### src/rtl/daucm_pkg.sv
package daucm_pkg;
   // register byte addresses
   localparam logic [7:0] CTRL_ADDR = 8'hC0;
   localparam logic [7:0] STAT_ADDR = 8'hC4;
   localparam logic [7:0] TIME_ADDR = 8'hC8;
   localparam logic [7:0] IRQ_STAT_ADDR = 8'hCC;
   localparam logic [7:0] DATA_BASE = 8'hD0;
   localparam logic [7:0] DATA_LAST = 8'hEC;
   localparam logic [7:0] IRQ_CLR_ADDR = 8'hF0;
   localparam logic [7:0] IRQ_ENA_ADDR = 8'hF4;
   // control field positions
   localparam int CTRL_IRQ_ENA_BIT = 5;
   localparam int CTRL_MODE_LSB = 3;
   localparam int CTRL_LOAD_BIT = 2;
   localparam int CTRL_RSTSEL_BIT = 1;
   localparam int CTRL_RST_BIT = 0;
   // status field positions
   localparam int STAT_IRQ_BIT = 2;
   localparam int STAT_SDU_BIT = 1;
   localparam int STAT_SDR_BIT = 0;
   // event status bits
   localparam int EV_LOAD = 0;
   localparam int EV_TICK = 1;
   localparam int EV_TRIG = 2;
   localparam int EV_REQ = 3;
   localparam int EV_W = 4;
   // reset values
   localparam logic [15:0] DATA_RESET = 16'h0000;
   localparam logic [15:0] MIDSCALE = 16'h8000;
   localparam logic [15:0] TIME_RESET = 16'h0000;
   // timing
   localparam int CLK_MHZ = 200;
   localparam int STEP_US = 100;
   localparam int STEP_CYCLES = STEP_US * CLK_MHZ;

   typedef enum logic [1:0] {
      MODE_IMMEDIATE = 2'b00,
      MODE_SOFTWARE = 2'b01,
      MODE_TIMER = 2'b10,
      MODE_TRIGGER = 2'b11
   } daucm_mode_t;

   typedef struct packed {
      logic we;
      logic [7:0] adr;
      logic [3:0] sel;
      logic [31:0] dat;
   } daucm_req_t;
endpackage

### src/rtl/daucm_top.sv
// Chosen here: the Wishbone register port.
`timescale 1ns/1ps
module daucm_top #(
   parameter int CHANNELS = 8,
   parameter int STEP_CYCLES = daucm_pkg::STEP_CYCLES
) (
   // clock and reset
   input wire logic clock,
   input wire logic rst_n,
   // wishbone slave
   input wire logic wb_cyc_i,
   input wire logic wb_stb_i,
   input wire logic wb_we_i,
   input wire logic [7:0] wb_adr_i,
   input wire logic [3:0] wb_sel_i,
   input wire logic [31:0] wb_dat_i,
   output logic [31:0] wb_dat_o,
   output logic wb_ack_o,
   // external trigger on digital line 1
   input wire logic trigger_line1,
   // converter outputs
   output logic [CHANNELS*16-1:0] dac_out,
   output logic dac_load_pulse,
   // interrupts
   output logic dac_irq,
   output logic irq
);
   // ------------------------------------------------------------
   // bus decode
   // ------------------------------------------------------------
   function automatic logic adr_is(input logic [7:0] adr, input logic [7:0] reg_adr);
      return adr == reg_adr;
   endfunction

   daucm_pkg::daucm_req_t req;
   assign req = '{we: wb_we_i, adr: wb_adr_i, sel: wb_sel_i, dat: wb_dat_i};
   wire access = wb_cyc_i && wb_stb_i && !wb_ack_o;
   wire wr = access && req.we;
   wire rd_start = access && !req.we;
   wire wr_ctrl = wr && adr_is(req.adr, daucm_pkg::CTRL_ADDR) && req.sel[0];
   wire wr_stat = wr && adr_is(req.adr, daucm_pkg::STAT_ADDR) && req.sel[0];
   wire wr_time = wr && adr_is(req.adr, daucm_pkg::TIME_ADDR);
   wire wr_iclr = wr && adr_is(req.adr, daucm_pkg::IRQ_CLR_ADDR) && req.sel[0];
   wire wr_iena = wr && adr_is(req.adr, daucm_pkg::IRQ_ENA_ADDR) && req.sel[0];
   wire data_hit = req.adr >= daucm_pkg::DATA_BASE && req.adr <= daucm_pkg::DATA_LAST && req.adr[1:0] == 2'b00;
   wire [2:0] data_idx = 3'((req.adr - daucm_pkg::DATA_BASE) >> 2);
   wire wr_data = wr && data_hit;

   // ------------------------------------------------------------
   // control register
   // ------------------------------------------------------------
   logic irq_ena_q;
   logic [1:0] mode_q;
   logic rstsel_q;
   logic [15:0] preload_q;
   wire [1:0] mode_wr = wb_dat_i[daucm_pkg::CTRL_MODE_LSB +: 2];
   wire load_cmd = wr_ctrl && wb_dat_i[daucm_pkg::CTRL_LOAD_BIT];
   wire reset_cmd = wr_ctrl && wb_dat_i[daucm_pkg::CTRL_RST_BIT];
   wire timer_select = wr_ctrl && mode_wr == daucm_pkg::MODE_TIMER && mode_q != daucm_pkg::MODE_TIMER;

   always_ff @(posedge clock or negedge rst_n) begin
      if (!rst_n) begin
         irq_ena_q <= 1'b0;
         mode_q <= daucm_pkg::MODE_IMMEDIATE;
         rstsel_q <= 1'b0;
      end else if (wr_ctrl) begin
         irq_ena_q <= wb_dat_i[daucm_pkg::CTRL_IRQ_ENA_BIT];
         mode_q <= mode_wr;
         rstsel_q <= wb_dat_i[daucm_pkg::CTRL_RSTSEL_BIT];
      end
   end

   always_ff @(posedge clock or negedge rst_n) begin
      if (!rst_n) begin
         preload_q <= daucm_pkg::TIME_RESET;
      end else if (wr_time) begin
         if (req.sel[0]) begin
            preload_q[7:0] <= wb_dat_i[7:0];
         end
         if (req.sel[1]) begin
            preload_q[15:8] <= wb_dat_i[15:8];
         end
      end
   end

   // ------------------------------------------------------------
   // trigger input synchroniser
   // ------------------------------------------------------------
   logic [2:0] trig_sync_q;
   logic trig_level_q;
   always_ff @(posedge clock or negedge rst_n) begin
      if (!rst_n) begin
         trig_sync_q <= 3'b000;
         trig_level_q <= 1'b0;
      end else begin
         trig_sync_q <= {trig_sync_q[1:0], trigger_line1};
         if (trig_sync_q[1] == trig_sync_q[2]) begin
            trig_level_q <= trig_sync_q[2];
         end
      end
   end
   wire trig_rise = trig_sync_q[1] && trig_sync_q[2] && !trig_level_q;

   // ------------------------------------------------------------
   // sequencer timer
   // ------------------------------------------------------------
   logic [$clog2(STEP_CYCLES)-1:0] step_q;
   logic [15:0] count_q;
   logic timer_run_q;
   wire step_done = step_q == ($clog2(STEP_CYCLES))'(STEP_CYCLES - 1);
   wire timer_zero = timer_run_q && step_done && count_q == 16'h0001;

   always_ff @(posedge clock or negedge rst_n) begin
      if (!rst_n) begin
         step_q <= '0;
         count_q <= 16'h0000;
         timer_run_q <= 1'b0;
      end else if (timer_select) begin
         step_q <= '0;
         count_q <= preload_q;
         timer_run_q <= preload_q != 16'h0000;
      end else if (mode_q != daucm_pkg::MODE_TIMER) begin
         timer_run_q <= 1'b0;
      end else if (timer_run_q) begin
         step_q <= step_done ? '0 : step_q + 1'b1;
         if (step_done) begin
            count_q <= timer_zero ? preload_q : count_q - 16'h0001;
            timer_run_q <= !(timer_zero && preload_q == 16'h0000);
         end
      end
   end

   // ------------------------------------------------------------
   // update event and buffers
   // ------------------------------------------------------------
   logic update;
   always_comb begin
      case (daucm_pkg::daucm_mode_t'(mode_q))
         daucm_pkg::MODE_SOFTWARE: update = load_cmd;
         daucm_pkg::MODE_TIMER: update = timer_zero;
         daucm_pkg::MODE_TRIGGER: update = trig_rise;
         default: update = 1'b0;
      endcase
   end
   wire immediate = mode_q == daucm_pkg::MODE_IMMEDIATE;

   logic [15:0] buf_q [CHANNELS];
   logic [15:0] out_q [CHANNELS];
   logic load_pulse_q;
   wire imm_write = wr_data && immediate;

   always_ff @(posedge clock or negedge rst_n) begin
      if (!rst_n) begin
         load_pulse_q <= 1'b0;
      end else begin
         load_pulse_q <= update || reset_cmd || imm_write;
      end
   end

   // buffers take every data write, whatever the mode
   always_ff @(posedge clock or negedge rst_n) begin
      if (!rst_n) begin
         for (int i = 0; i < CHANNELS; i++) begin
            buf_q[i] <= daucm_pkg::DATA_RESET;
         end
      end else begin
         for (int i = 0; i < CHANNELS; i++) begin
            if (reset_cmd) begin
               buf_q[i] <= daucm_pkg::MIDSCALE;
            end else if (wr_data && data_idx == 3'(i)) begin
               buf_q[i] <= wb_dat_i[15:0];
            end
         end
      end
   end

   always_ff @(posedge clock or negedge rst_n) begin
      if (!rst_n) begin
         for (int i = 0; i < CHANNELS; i++) begin
            out_q[i] <= daucm_pkg::DATA_RESET;
         end
      end else begin
         for (int i = 0; i < CHANNELS; i++) begin
            if (reset_cmd) begin
               out_q[i] <= daucm_pkg::MIDSCALE;
            end else if (imm_write && data_idx == 3'(i)) begin
               out_q[i] <= wb_dat_i[15:0];
            end else if (update) begin
               out_q[i] <= buf_q[i];
            end
         end
      end
   end

   always_comb begin
      for (int i = 0; i < CHANNELS; i++) begin
         dac_out[i*16 +: 16] = out_q[i];
      end
   end
   assign dac_load_pulse = load_pulse_q;

   // ------------------------------------------------------------
   // sequencer data request and converter interrupt
   // ------------------------------------------------------------
   logic sdr_q;
   logic sdu_q;
   logic pend_q;
   wire deferred_irq_mode = mode_q == daucm_pkg::MODE_TIMER || mode_q == daucm_pkg::MODE_TRIGGER;
   wire sdr_clear = wr_stat && wb_dat_i[daucm_pkg::STAT_SDR_BIT];
   wire request = update && !immediate && mode_q != daucm_pkg::MODE_IMMEDIATE;
   always_ff @(posedge clock or negedge rst_n) begin
      if (!rst_n) begin
         sdr_q <= 1'b0;
         sdu_q <= 1'b1;
         pend_q <= 1'b0;
      end else begin
         if (request) begin
            sdr_q <= 1'b1;
            sdu_q <= sdr_q;
         end else if (sdr_clear) begin
            sdr_q <= 1'b0;
            sdu_q <= 1'b0;
         end
         if (request && deferred_irq_mode && irq_ena_q) begin
            pend_q <= 1'b1;
         end else if (sdr_clear) begin
            pend_q <= 1'b0;
         end
      end
   end
   assign dac_irq = pend_q;

   // ------------------------------------------------------------
   // event status, enable and interrupt line
   // ------------------------------------------------------------
   logic [daucm_pkg::EV_W-1:0] ev_stat_q;
   logic [daucm_pkg::EV_W-1:0] ev_ena_q;
   logic irq_q;
   wire [daucm_pkg::EV_W-1:0] ev_set = {request, trig_rise, timer_zero, load_cmd};
   always_ff @(posedge clock or negedge rst_n) begin
      if (!rst_n) begin
         ev_stat_q <= '0;
         ev_ena_q <= '0;
         irq_q <= 1'b0;
      end else begin
         ev_stat_q <= ev_set | (ev_stat_q & ~(wr_iclr ? wb_dat_i[daucm_pkg::EV_W-1:0] : '0));
         if (wr_iena) begin
            ev_ena_q <= wb_dat_i[daucm_pkg::EV_W-1:0];
         end
         irq_q <= |(ev_stat_q & ev_ena_q);
      end
   end
   assign irq = irq_q;

   // ------------------------------------------------------------
   // read data and acknowledge
   // ------------------------------------------------------------
   logic [31:0] rdata;
   always_comb begin
      rdata = 32'h0000_0000;
      if (req.adr == daucm_pkg::CTRL_ADDR) begin
         rdata[daucm_pkg::CTRL_IRQ_ENA_BIT] = irq_ena_q;
         rdata[daucm_pkg::CTRL_MODE_LSB +: 2] = mode_q;
         rdata[daucm_pkg::CTRL_RSTSEL_BIT] = rstsel_q;
      end else if (req.adr == daucm_pkg::STAT_ADDR) begin
         rdata[daucm_pkg::STAT_IRQ_BIT] = pend_q;
         rdata[daucm_pkg::STAT_SDU_BIT] = sdu_q;
         rdata[daucm_pkg::STAT_SDR_BIT] = sdr_q;
      end else if (req.adr == daucm_pkg::TIME_ADDR) begin
         rdata[15:0] = preload_q;
      end else if (req.adr == daucm_pkg::IRQ_STAT_ADDR) begin
         rdata[daucm_pkg::EV_W-1:0] = ev_stat_q;
      end else if (req.adr == daucm_pkg::IRQ_ENA_ADDR) begin
         rdata[daucm_pkg::EV_W-1:0] = ev_ena_q;
      end else if (data_hit) begin
         rdata[15:0] = buf_q[data_idx];
      end
   end

   always_ff @(posedge clock or negedge rst_n) begin
      if (!rst_n) begin
         wb_ack_o <= 1'b0;
         wb_dat_o <= 32'h0000_0000;
      end else begin
         wb_ack_o <= access;
         wb_dat_o <= rd_start ? rdata : 32'h0000_0000;
      end
   end
endmodule

### config.mk
export PLATFORM = sky130hd
export DESIGN_NAME = daucm_top
export DESIGN_NICKNAME = d
export VERILOG_FILES = /design/src/rtl/daucm_pkg.sv /design/src/rtl/daucm_top.sv
export SDC_FILE = /design/constraint.sdc
export NUM_CORES = 1
export LEC_CHECK = 0
export BUFFER_PORTS_ARGS = -buffer_cell sky130_fd_sc_hd__buf_4
export CAP_MARGIN = 5
export CORE_AREA = 4 4 169 171
export DETAILED_ROUTE_END_ITERATION = 12
export DIE_AREA = 0 0 173 175
export PLACE_DENSITY = 0.84
export SLEW_MARGIN = 10
export SYNTH_ARGS = -nofsm -noshare
export SYNTH_HDL_FRONTEND = slang
export SYNTH_SLANG_ARGS = --single-unit
export TNS_END_PERCENT = 30
### constraint.sdc
create_clock -name clock -period 4.4 [get_ports clock]
set_input_delay 0.88 -clock clock [delete_from_list [all_inputs] [get_ports clock]]
set_output_delay 0.88 -clock clock [all_outputs]
set_load 0.1 [all_outputs]
* After elaboration in Yosys (flattened, before gate mapping)
Index checks and enable logic that the tools add are counted.
** Word-level totals
- Flip-flop bits (word level) :: 342
- Latch bits :: 0
- Memory bits (writable) :: 0
- ROM bits :: 0
- Input bits :: 50
- Logic and storage cells :: 230
- Memories :: 0
** Cells by class
- $add $sub $neg :: 3
- Multiply operators :: 0
- Divide/modulo/power cells :: 0
- $lt $le $gt $ge :: 3
- Equality and inequality tests :: 22
- Shift-type cells :: 0
- Mux-type cells :: 76
- Bitwise operators :: 5
- Reduce and logical (&&, ||, !) cells :: 86
** Operators by type and width (count)
- 16-bit 2-to-1 mux :: 50
- 15-bit 2-to-1 mux :: 4
- 16-bit binary-select mux with 3-bit select :: 1
- 8-bit equality test, second input constant :: 6
- 1-bit logical AND :: 47
- 2-bit nonzero test :: 13
- 12-bit 2-to-1 mux :: 2
- 3-bit nonzero test :: 8
- 16-bit by 1-bit equality test with 1-bit output, second input constant :: 1
- 16-bit zero test :: 1
- 16-bit nonzero test :: 1
- 16-bit by 1-bit subtractor with 16-bit output, second input constant :: 1
- 15-bit by 1-bit adder with 15-bit output, second input constant :: 1
- 15-bit equality test, second input constant :: 1
- 13-bit 2-to-1 mux :: 1
- 3-bit equality test, second input constant :: 4
- 4-bit 2-to-1 mux :: 3
- 1-bit 2-to-1 mux :: 11
- 10-bit 2-to-1 mux :: 1
- 4-bit bitwise AND :: 2
- 8-bit >= comparator, second input constant :: 1
- 8-bit less-or-equal comparator, second input constant :: 1
- 2-bit equality test, second input constant :: 3
- 3-bit by 2-bit equality test with 1-bit output, second input constant :: 2
- other kinds (18) :: 29

* Depth between registers and ports, before layout
Gate-level depths: netlist of run 1.
- Depth in word-level cells :: 12
- Mapped depth :: 11

* Least setup slack after synthesis of run 1
Ideal clock, no wire load.
- Path kind :: input to register
- From :: input wb_adr_i[5]
- To :: register out_q (netlist bit dac_out[107])
- Arrival time :: 2960 ps
- Required time :: 4271 ps
- Path slack :: 1311 ps
- Stages on the path :: 10
- Path buffers :: 4
- Cell sequence :: buf_2 -> or4_4 -> nor4_4 -> a32oi_1 -> and2_1 -> clkbuf_1 -> buf_2 -> buf_2 -> nand3_1 -> nand3_1
** Between the ends
- Word-level cells in the longest chain between the ends :: 8
- Elaborated cells between the ends (all ways) :: 16
- Classes of those cells :: order compare: 2; eq/ne: 1; mux: 3; reduce/logical: 10
** Ends and longest elaborated chain
- start, declared :: RTL line daucm_top.sv:14 : input wire logic [7:0] wb_adr_i,
- 8-bit >= comparator / 8-bit less-or-equal comparator (equally long branches) :: RTL line daucm_top.sv:45 : wire data_hit = req.adr >= daucm_pkg::DATA_BASE && req.adr <= daucm_pkg::DATA_LAST && req.adr[1:0] == 2'b00;
- 1-bit logical AND (2 in a row) :: RTL line daucm_top.sv:45
- 1-bit logical AND :: RTL line daucm_top.sv:47 : wire wr_data = wr && data_hit;
- 1-bit logical AND :: RTL line daucm_top.sv:150 : wire imm_write = wr_data && immediate;
- 1-bit logical AND :: RTL line daucm_top.sv:186 : end else if (imm_write && data_idx == 3'(i)) begin
- 16-bit 2-to-1 mux :: RTL line daucm_top.sv:186
- 16-bit 2-to-1 mux :: RTL line daucm_top.sv:184 : if (reset_cmd) begin
- end signal, assigned by index :: RTL line daucm_top.sv:185 : out_q[i] <= daucm_pkg::MIDSCALE;
- end signal, assigned by index :: RTL line daucm_top.sv:187 : out_q[i] <= wb_dat_i[15:0];
- end signal, assigned by index :: RTL line daucm_top.sv:189 : out_q[i] <= buf_q[i];
- end, declared :: RTL line daucm_top.sv:148 : logic [15:0] out_q [CHANNELS];
Several ways; a longest one is shown, not always the timed one.
A chain may end at the register's enable or synchronous reset.

* Final worst setup path of run 1
- From :: register step_q[0]
- To :: register out_q (netlist bit dac_out[127])
** Between the ends
- Word-level cells in the longest chain between the ends :: 5
** Ends and longest elaborated chain
- start, declared :: RTL line daucm_top.sv:107 : logic [$clog2(STEP_CYCLES)-1:0] step_q;
- start signal, assigned :: RTL line daucm_top.sv:125 : step_q <= step_done ? '0 : step_q + 1'b1;
- 15-bit equality test :: RTL line daucm_top.sv:110 : wire step_done = step_q == ($clog2(STEP_CYCLES))'(STEP_CYCLES - 1);
- 1-bit logical AND (2 in a row) :: RTL line daucm_top.sv:111 : wire timer_zero = timer_run_q && step_done && count_q == 16'h0001;
- 1-bit case mux with 3 select lines :: RTL line daucm_top.sv:138 : case (daucm_pkg::daucm_mode_t'(mode_q))
- 3-bit nonzero test (no source line)
- end signal, assigned by index :: RTL line daucm_top.sv:180 : out_q[i] <= daucm_pkg::DATA_RESET;
- end signal, assigned by index :: RTL line daucm_top.sv:185
- end signal, assigned by index :: RTL line daucm_top.sv:187
Every way passes these cells.

==> metrics.md, run 1 <==
| Metric | Value |
|---|---|
| Routed wire length | 52100 um |
| Vias | 15100 |
| Reg2Reg Setup Slack | 930 ps |
| Crit end category | register |
| Place WS | 723 ps |
| Fin Hold WS | 389 ps |
| GR Overflow Total | 0 |
| Layout overhead on the synthesized area | 17.3% |
| Most frequent cells in the layout | nand2_1, dfrtp_1, nand3_1 |
| Final nets | 1957 |
| IO Count | 214 |
| I/O Buffers | 179 |
| Vias in the first global route | 14600 |
| Internal power | 5.14 mW |
| RSZ-0062 raised after global routing | false |
| FF-to-FF path depth | 8 |
| Tightest Pin Transition | 1170 ps |
| Synth Area per Inst | 9.32 um^2 |
| Combinational Power Share | 7.2% |
| Mapped cell area | 16500 um^2 |
| Sw frac | 24.9% |
| Final period util | 78.9% |
| Die W | 173 um |
| CTS resizes | 0 |
| Total setup buffers inserted after CTS | 0 |
| Largest net degree at the start of global routing | 127 |
| Ys Warns | 0 |
| Layout cells sized above 1 | 19.1% |
| Post-route DRC | 0 |
| Final Power | 6.85 mW |
| Critical-path maximum fanout | 78 |
| H-tree levels | 2 |
| Clk root buf | clkbuf_16 |
| First-pass GRT wire length | 82300 um |
| Setup WS post-layout | 929 ps |
| Register area share after synthesis | 51.8% |
| Clock Tree Buf Depth | 3 |
| NetSw | 1.70 mW |
| Clk_skew | 26.9 ps |
| Slew margin rel. | 21.7% |
| Pwr dens | 353 nW/um^2 |
| Status | finished, final reports clean |
| Max Slew Vio Count | 0 |
| Die Footprint | 30300 um^2 |
| Initial antenna violation count | 0 |
| RR Startpoint | step_q[0]$_DFFE_PN0P_ |
| Total GRT Usage | 33.7% |
| # rows | 60 |
| Pre-antenna DRT Iters | 6 |
| Final TNS setup | 0 ps |
| Flop pwr share | 47.0% |
| Post-synthesis cell type count | 66 |
| Endpoints failing setup | 0 |
| Die Height | 175 um |
| Antenna viol nets, final | 0 |
| Via/cell ratio | 6.64 |
| Commonest register cell after synthesis | dfrtp_1 |
| Core region area | 26900 um^2 |
| Post-synth EDFFs | 0 |
| Reg2reg end | dac_out[127]$_DFFE_PN0P_ |
| Clock slew seen by the registers of the worst setup and hold paths | 60 ps |
| Clock latency on the worst-skew pair | 530 ps |
| Kind of critical path | register to register |
| HPWL Detailed | 34800 um |
| Worst EP arrival | 3870 ps |
| Routability cong. | 0.970 |
| Ant diodes | 0 |
| Leak Pwr | 9.06 nW |
| Critical path launch point type | register |
| Critical Path RT | 4800 ps |
| Cts bufs inserted | 36 |
| Yosys reg bits | 342 |
| Max VDD drop | 0.263 mV |
| Initial Util | 61.5% |
| Commonest non-fill, non-tap cell in the layout | nand2_1 |
| Min cycle time layout | 3470 ps |
| TritonCTS clock tree | done |
| Ys async rst share | 100% |
| Clock share of power | 45.7% |
| Final hold vios | 0 |
| Wire per inst | 22.9 um |
| Clk sinks | 342 |
| Fmax achieved | 0.288 GHz |
| Cells after Synth | 1773 |
| MaxCap Viol Count | 0 |
| HP Class | input pin to async pin |
| 1st-iter DRT viols | 2115 |
| CTS Hold Buffers Added | 0 |
critical path, cell delays in order, from the launching register on:
cell and delay [ps]:
dfrtp_1 400, ha_1 300, or4b_2 640, nor4_2 520
nand4_1 330, nand2_4 310, buf_12 350, nor3b_1 100
a211oi_1 330
cell usage after synthesis, drive strengths merged (9+ instances only):
library cell	count	area share [%]
nand2	394	9.0
dfrtp	341	52
nand3	282	8.5
a21oi	150	4.6
clkbuf	114	2.6
nor2	75	1.7
buf	45	1.6
and2	37	1.4
mux4	32	4.4
a221o	30	1.8
mux2	27	1.8
o21ai	26	0.79
mux2i	23	1.4
nor3	22	0.67
inv	13	0.30
o211ai	13	0.59
nor4	12	0.71
and3	10	0.38
nand4	10	0.38
or3	10	0.38
nor3b	9	0.41
power by group through the flow:
stage | clock [mW] | combinational, mW | sequential, mW
after floorplan | 0 | 0.206 | 3.39
after global placement | 0 | 0.485 | 3.27
after detailed placement | 0 | 0.491 | 3.27
after CTS | 3.14 | 0.493 | 3.22
after global routing | 3.29 | 0.523 | 3.22
final | 3.13 | 0.496 | 3.22
layer usage:
metal | vias up | part of all wire, % | GRT usage [%]
li1 | 6451 | - | -
met5 | - | 0 | 0
met1 | 7316 | 38 | 48.6
met3 | 152 | 12 | 6.14
met2 | 1155 | 46 | 52.5
met4 | 0 | 3.3 | 11.2
sequential cells by signal, indices dropped and copies added, names as in the netlist, 4 cells and up:
register   count
buf_q        128
wb_dat_o      16
step_q        15
count_q       16
dac_out      128
ev_stat_q      4
preload_q     16
ev_ena_q       4
worst max-delay path by stage:
stage,start,to,depth (start not counted)
2_1_floorplan,wb_adr_i[5],dac_out[107]$_DFFE_PN0P_,10
3_3_place_gp,wb_adr_i[4],dac_out[79]$_DFFE_PN0P_,8
3_5_place_dp,wb_adr_i[4],dac_out[79]$_DFFE_PN0P_,8
4_1_cts,step_q[0]$_DFFE_PN0P_,dac_out[127]$_DFFE_PN0P_,8
5_1_grt,step_q[0]$_DFFE_PN0P_,dac_out[111]$_DFFE_PN0P_,8
6_report,step_q[0]$_DFFE_PN0P_,dac_out[127]$_DFFE_PN0P_,8
final cells by class:
cell class | count | area (um^2)
clock inverters | 14 | 183
repair buffers | 236 | 1840
multi-input cells | 1274 | 7300
clock buffers | 51 | 1020
fillers | 1916 | 7500
inverters | 13 | 48.8
well taps | 341 | 427
flip-flops and latches | 342 | 8560
cell families after synthesis:
| group | Yosys count | synth area share (%) |
|---|---|---|
| compound gates | 270 | 10.3 |
| xor+xnor | 10 | 0.530 |
| fa+ha+maj | 4 | 0.303 |
| buf+inv | 172 | 4.46 |
| flops | 342 | 51.8 |
| mux | 82 | 7.60 |
| other cells | 1 | 0.0227 |
| simple gates | 892 | 25.0 |
per-stage QoR:
step | cell area, um^2 | utilization (%) | std cells
floorplan | 16600 | - | 1788
global placement | 18200 | 67.6 | 2206
detailed placement | 18200 | 67.6 | 2206
CTS | 19400 | 72.1 | 2271
global route | 19400 | 72.1 | 2271
finish | 19400 | 72.1 | 2271
Power figures use the tool's default switching activity.
==> run 2, diff against run 1 <==
--- a/config.mk
+++ b/config.mk
@@ -7,10 +7,10 @@
 export LEC_CHECK = 0
 export BUFFER_PORTS_ARGS = -buffer_cell sky130_fd_sc_hd__buf_4
 export CAP_MARGIN = 5
-export CORE_AREA = 4 4 169 171
+export CORE_AREA = 4 4 182 184
 export DETAILED_ROUTE_END_ITERATION = 12
-export DIE_AREA = 0 0 173 175
-export PLACE_DENSITY = 0.84
+export DIE_AREA = 0 0 186 188
+export PLACE_DENSITY = 0.76
 export SLEW_MARGIN = 10
 export SYNTH_ARGS = -nofsm -noshare
 export SYNTH_HDL_FRONTEND = slang
==> constraint.sdc (replaced) <==
create_clock -name clock -period 3 [get_ports clock]
set_input_delay 0.6 -clock clock [delete_from_list [all_inputs] [get_ports clock]]
set_output_delay 0.6 -clock clock [all_outputs]
set_load 0.1 [all_outputs]
==> run 2 against run 1 <==
Wire length increased by 2.4%. Clock power up 50%. Combinational power is 50% higher. Critical path type unchanged. Largest cell class unchanged.
==> metrics.md, run 2 (same netlist as run 1, synthesis figures left out) <==
| Metric | Value |
|---|---|
| Clock latency on the worst-skew pair | 540 ps |
| Placed Area | 18500 um^2 |
| Cts bufs inserted | 37 |
| First-pass GRT wire length | 84100 um |
| Routability cong. | 0.929 |
| Initial Util | 52.6% |
| 1st-iter DRT viols | 1881 |
| Final hold vios | 0 |
| Wire per inst | 22.6 um |
| Critical path launch point type | register |
| Core region area | 31400 um^2 |
| Via/cell ratio | 6.31 |
| Max Slew Vio Count | 0 |
| Routed wire length | 53300 um |
| # rows | 65 |
| Layout cells sized above 1 | 20.6% |
| Crit end category | register |
| Tightest Pin Transition | 1240 ps |
| Pwr dens | 514 nW/um^2 |
| Design area | 19800 um^2 |
| CTS Hold Buffers Added | 0 |
| Pre-antenna DRT Iters | 6 |
| Final nets | 1984 |
| Clock share of power | 46.3% |
| GR Overflow Total | 0 |
| HP Class | input pin to async pin |
| Antenna viol nets, final | 0 |
| Min cycle time layout | 2780 ps |
| Clk root buf | clkbuf_16 |
| Combinational Power Share | 7.3% |
| Die Footprint | 35000 um^2 |
| Sw frac | 25.2% |
| Leak Pwr | 9.26 nW |
| Max VDD drop | 0.382 mV |
| Initial antenna violation count | 0 |
| Internal power | 7.61 mW |
| Endpoints failing setup | 0 |
| H-tree levels | 2 |
| Slew margin rel. | 17.0% |
| Die Height | 188 um |
| Kind of critical path | register to register |
| Total GRT Usage | 30.2% |
| Critical-path maximum fanout | 15 |
| Final Power | 10.2 mW |
| Clk sinks | 342 |
| RSZ-0062 raised after global routing | false |
| Post-route DRC | 0 |
| Final period util | 92.8% |
| Commonest non-fill, non-tap cell in the layout | nand2_1 |
| Clock Tree Buf Depth | 3 |
| MaxCap Viol Count | 0 |
| Fmax achieved | 0.359 GHz |
| TritonCTS clock tree | done |
| Status | finished, final reports clean |
| Flop pwr share | 46.4% |
| Clk_skew | 27.0 ps |
| HPWL Detailed | 36700 um |
| Most frequent cells in the layout | nand2_1, dfrtp_1, nand3_1 |
| Die W | 186 um |
| Vias | 14900 |
| Layout overhead on the synthesized area | 19.8% |
| I/O Buffers | 179 |
| Critical Path RT | 3470 ps |
| Worst EP arrival | 3250 ps |
| Clock slew seen by the registers of the worst setup and hold paths | 60 ps |
| Vias in the first global route | 14600 |
| IO Count | 214 |
| Fin Hold WS | 47.0 ps |
| Ant diodes | 0 |
| Largest net degree at the start of global routing | 91 |
| NetSw | 2.57 mW |
==> run 2: critical path: stages (launching register included) <==
cell	delay (ps)
dfrtp_1	390
ha_1	180
or4b_2	610
nor4_2	330
nand4_1	130
buf_4	190
and2_4	230
nor2_2	180
buf_4	280
a221o_1	200
==> run 2: area by class of cell <==
cell class                      instances  area [um^2]
Fill cell                            2591        11600
Sequential cell                       342         8560
Multi-Input combinational cell       1275         7310
Timing Repair Buffer                  261         2100
Clock buffer                           53         1120
Tap cell                              402          503
Clock inverter                         14          150
Inverter                               13         48.8
==> run 2: worst paths after layout <==
kind / slack [ps] / end / from / depth (start not counted)
min in group clock: 160 / trig_sync_q[0]$_DFF_PN0_ / trigger_line1 / 1
min: 50 / step_q[8]$_DFFE_PN0P_ / rst_n / 1
max in group asynchronous: 2110 / dac_out[79]$_DFFE_PN0P_ / rst_n / 2
min reg2reg: 350 / trig_sync_q[1]$_DFF_PN0_ / trig_sync_q[0]$_DFF_PN0_ / 0
max: 220 / dac_out[5]$_DFFE_PN0P_ / step_q[0]$_DFFE_PN0P_ / 9
max reg2reg: 220 / dac_out[5]$_DFFE_PN0P_ / step_q[0]$_DFFE_PN0P_ / 9
==> run 2: metrics by stage <==
step / utilization (%) / setup slack (ps) / TNS (ps) / cells
final: 63.1 / 216 / 0 / 2360
after CTS: 63.0 / 81.3 / 0 / 2357
after floorplan: - / 191 / 0 / 1788
after global placement: 58.9 / 3.74 / 0 / 2290
after detailed placement: 58.9 / -61.0 / -154 / 2290
after global routing: 63.1 / 116 / 0 / 2360
==> run 2: what timing repair did <==
action	4_1_cts	5_1_grt
setup endpoints to repair	0	24
setup buffers	0	2
resized for setup	0	1
==> run 2: power by group through the flow <==
stage               Sequential (mW)  Combinational [mW]  Clock (mW)
global route                   4.72               0.788        4.96
floorplan                      4.97               0.302           0
global placement               4.80               0.732           0
finish                         4.72               0.744        4.71
detailed placement             4.80               0.742           0
CTS                            4.72               0.744        4.74
==> run 2: per-layer routing <==
layer | wire, um | part of all wire, % | vias up | track usage [%]
li1 | - | - | 6503 | -
met1 | 21700 | 41 | 7340 | 44.5
met2 | 24500 | 46 | 923 | 45.9
met3 | 5560 | 10 | 119 | 5.88
met4 | 1590 | 3.0 | 0 | 8.77
met5 | 0 | 0 | - | 0
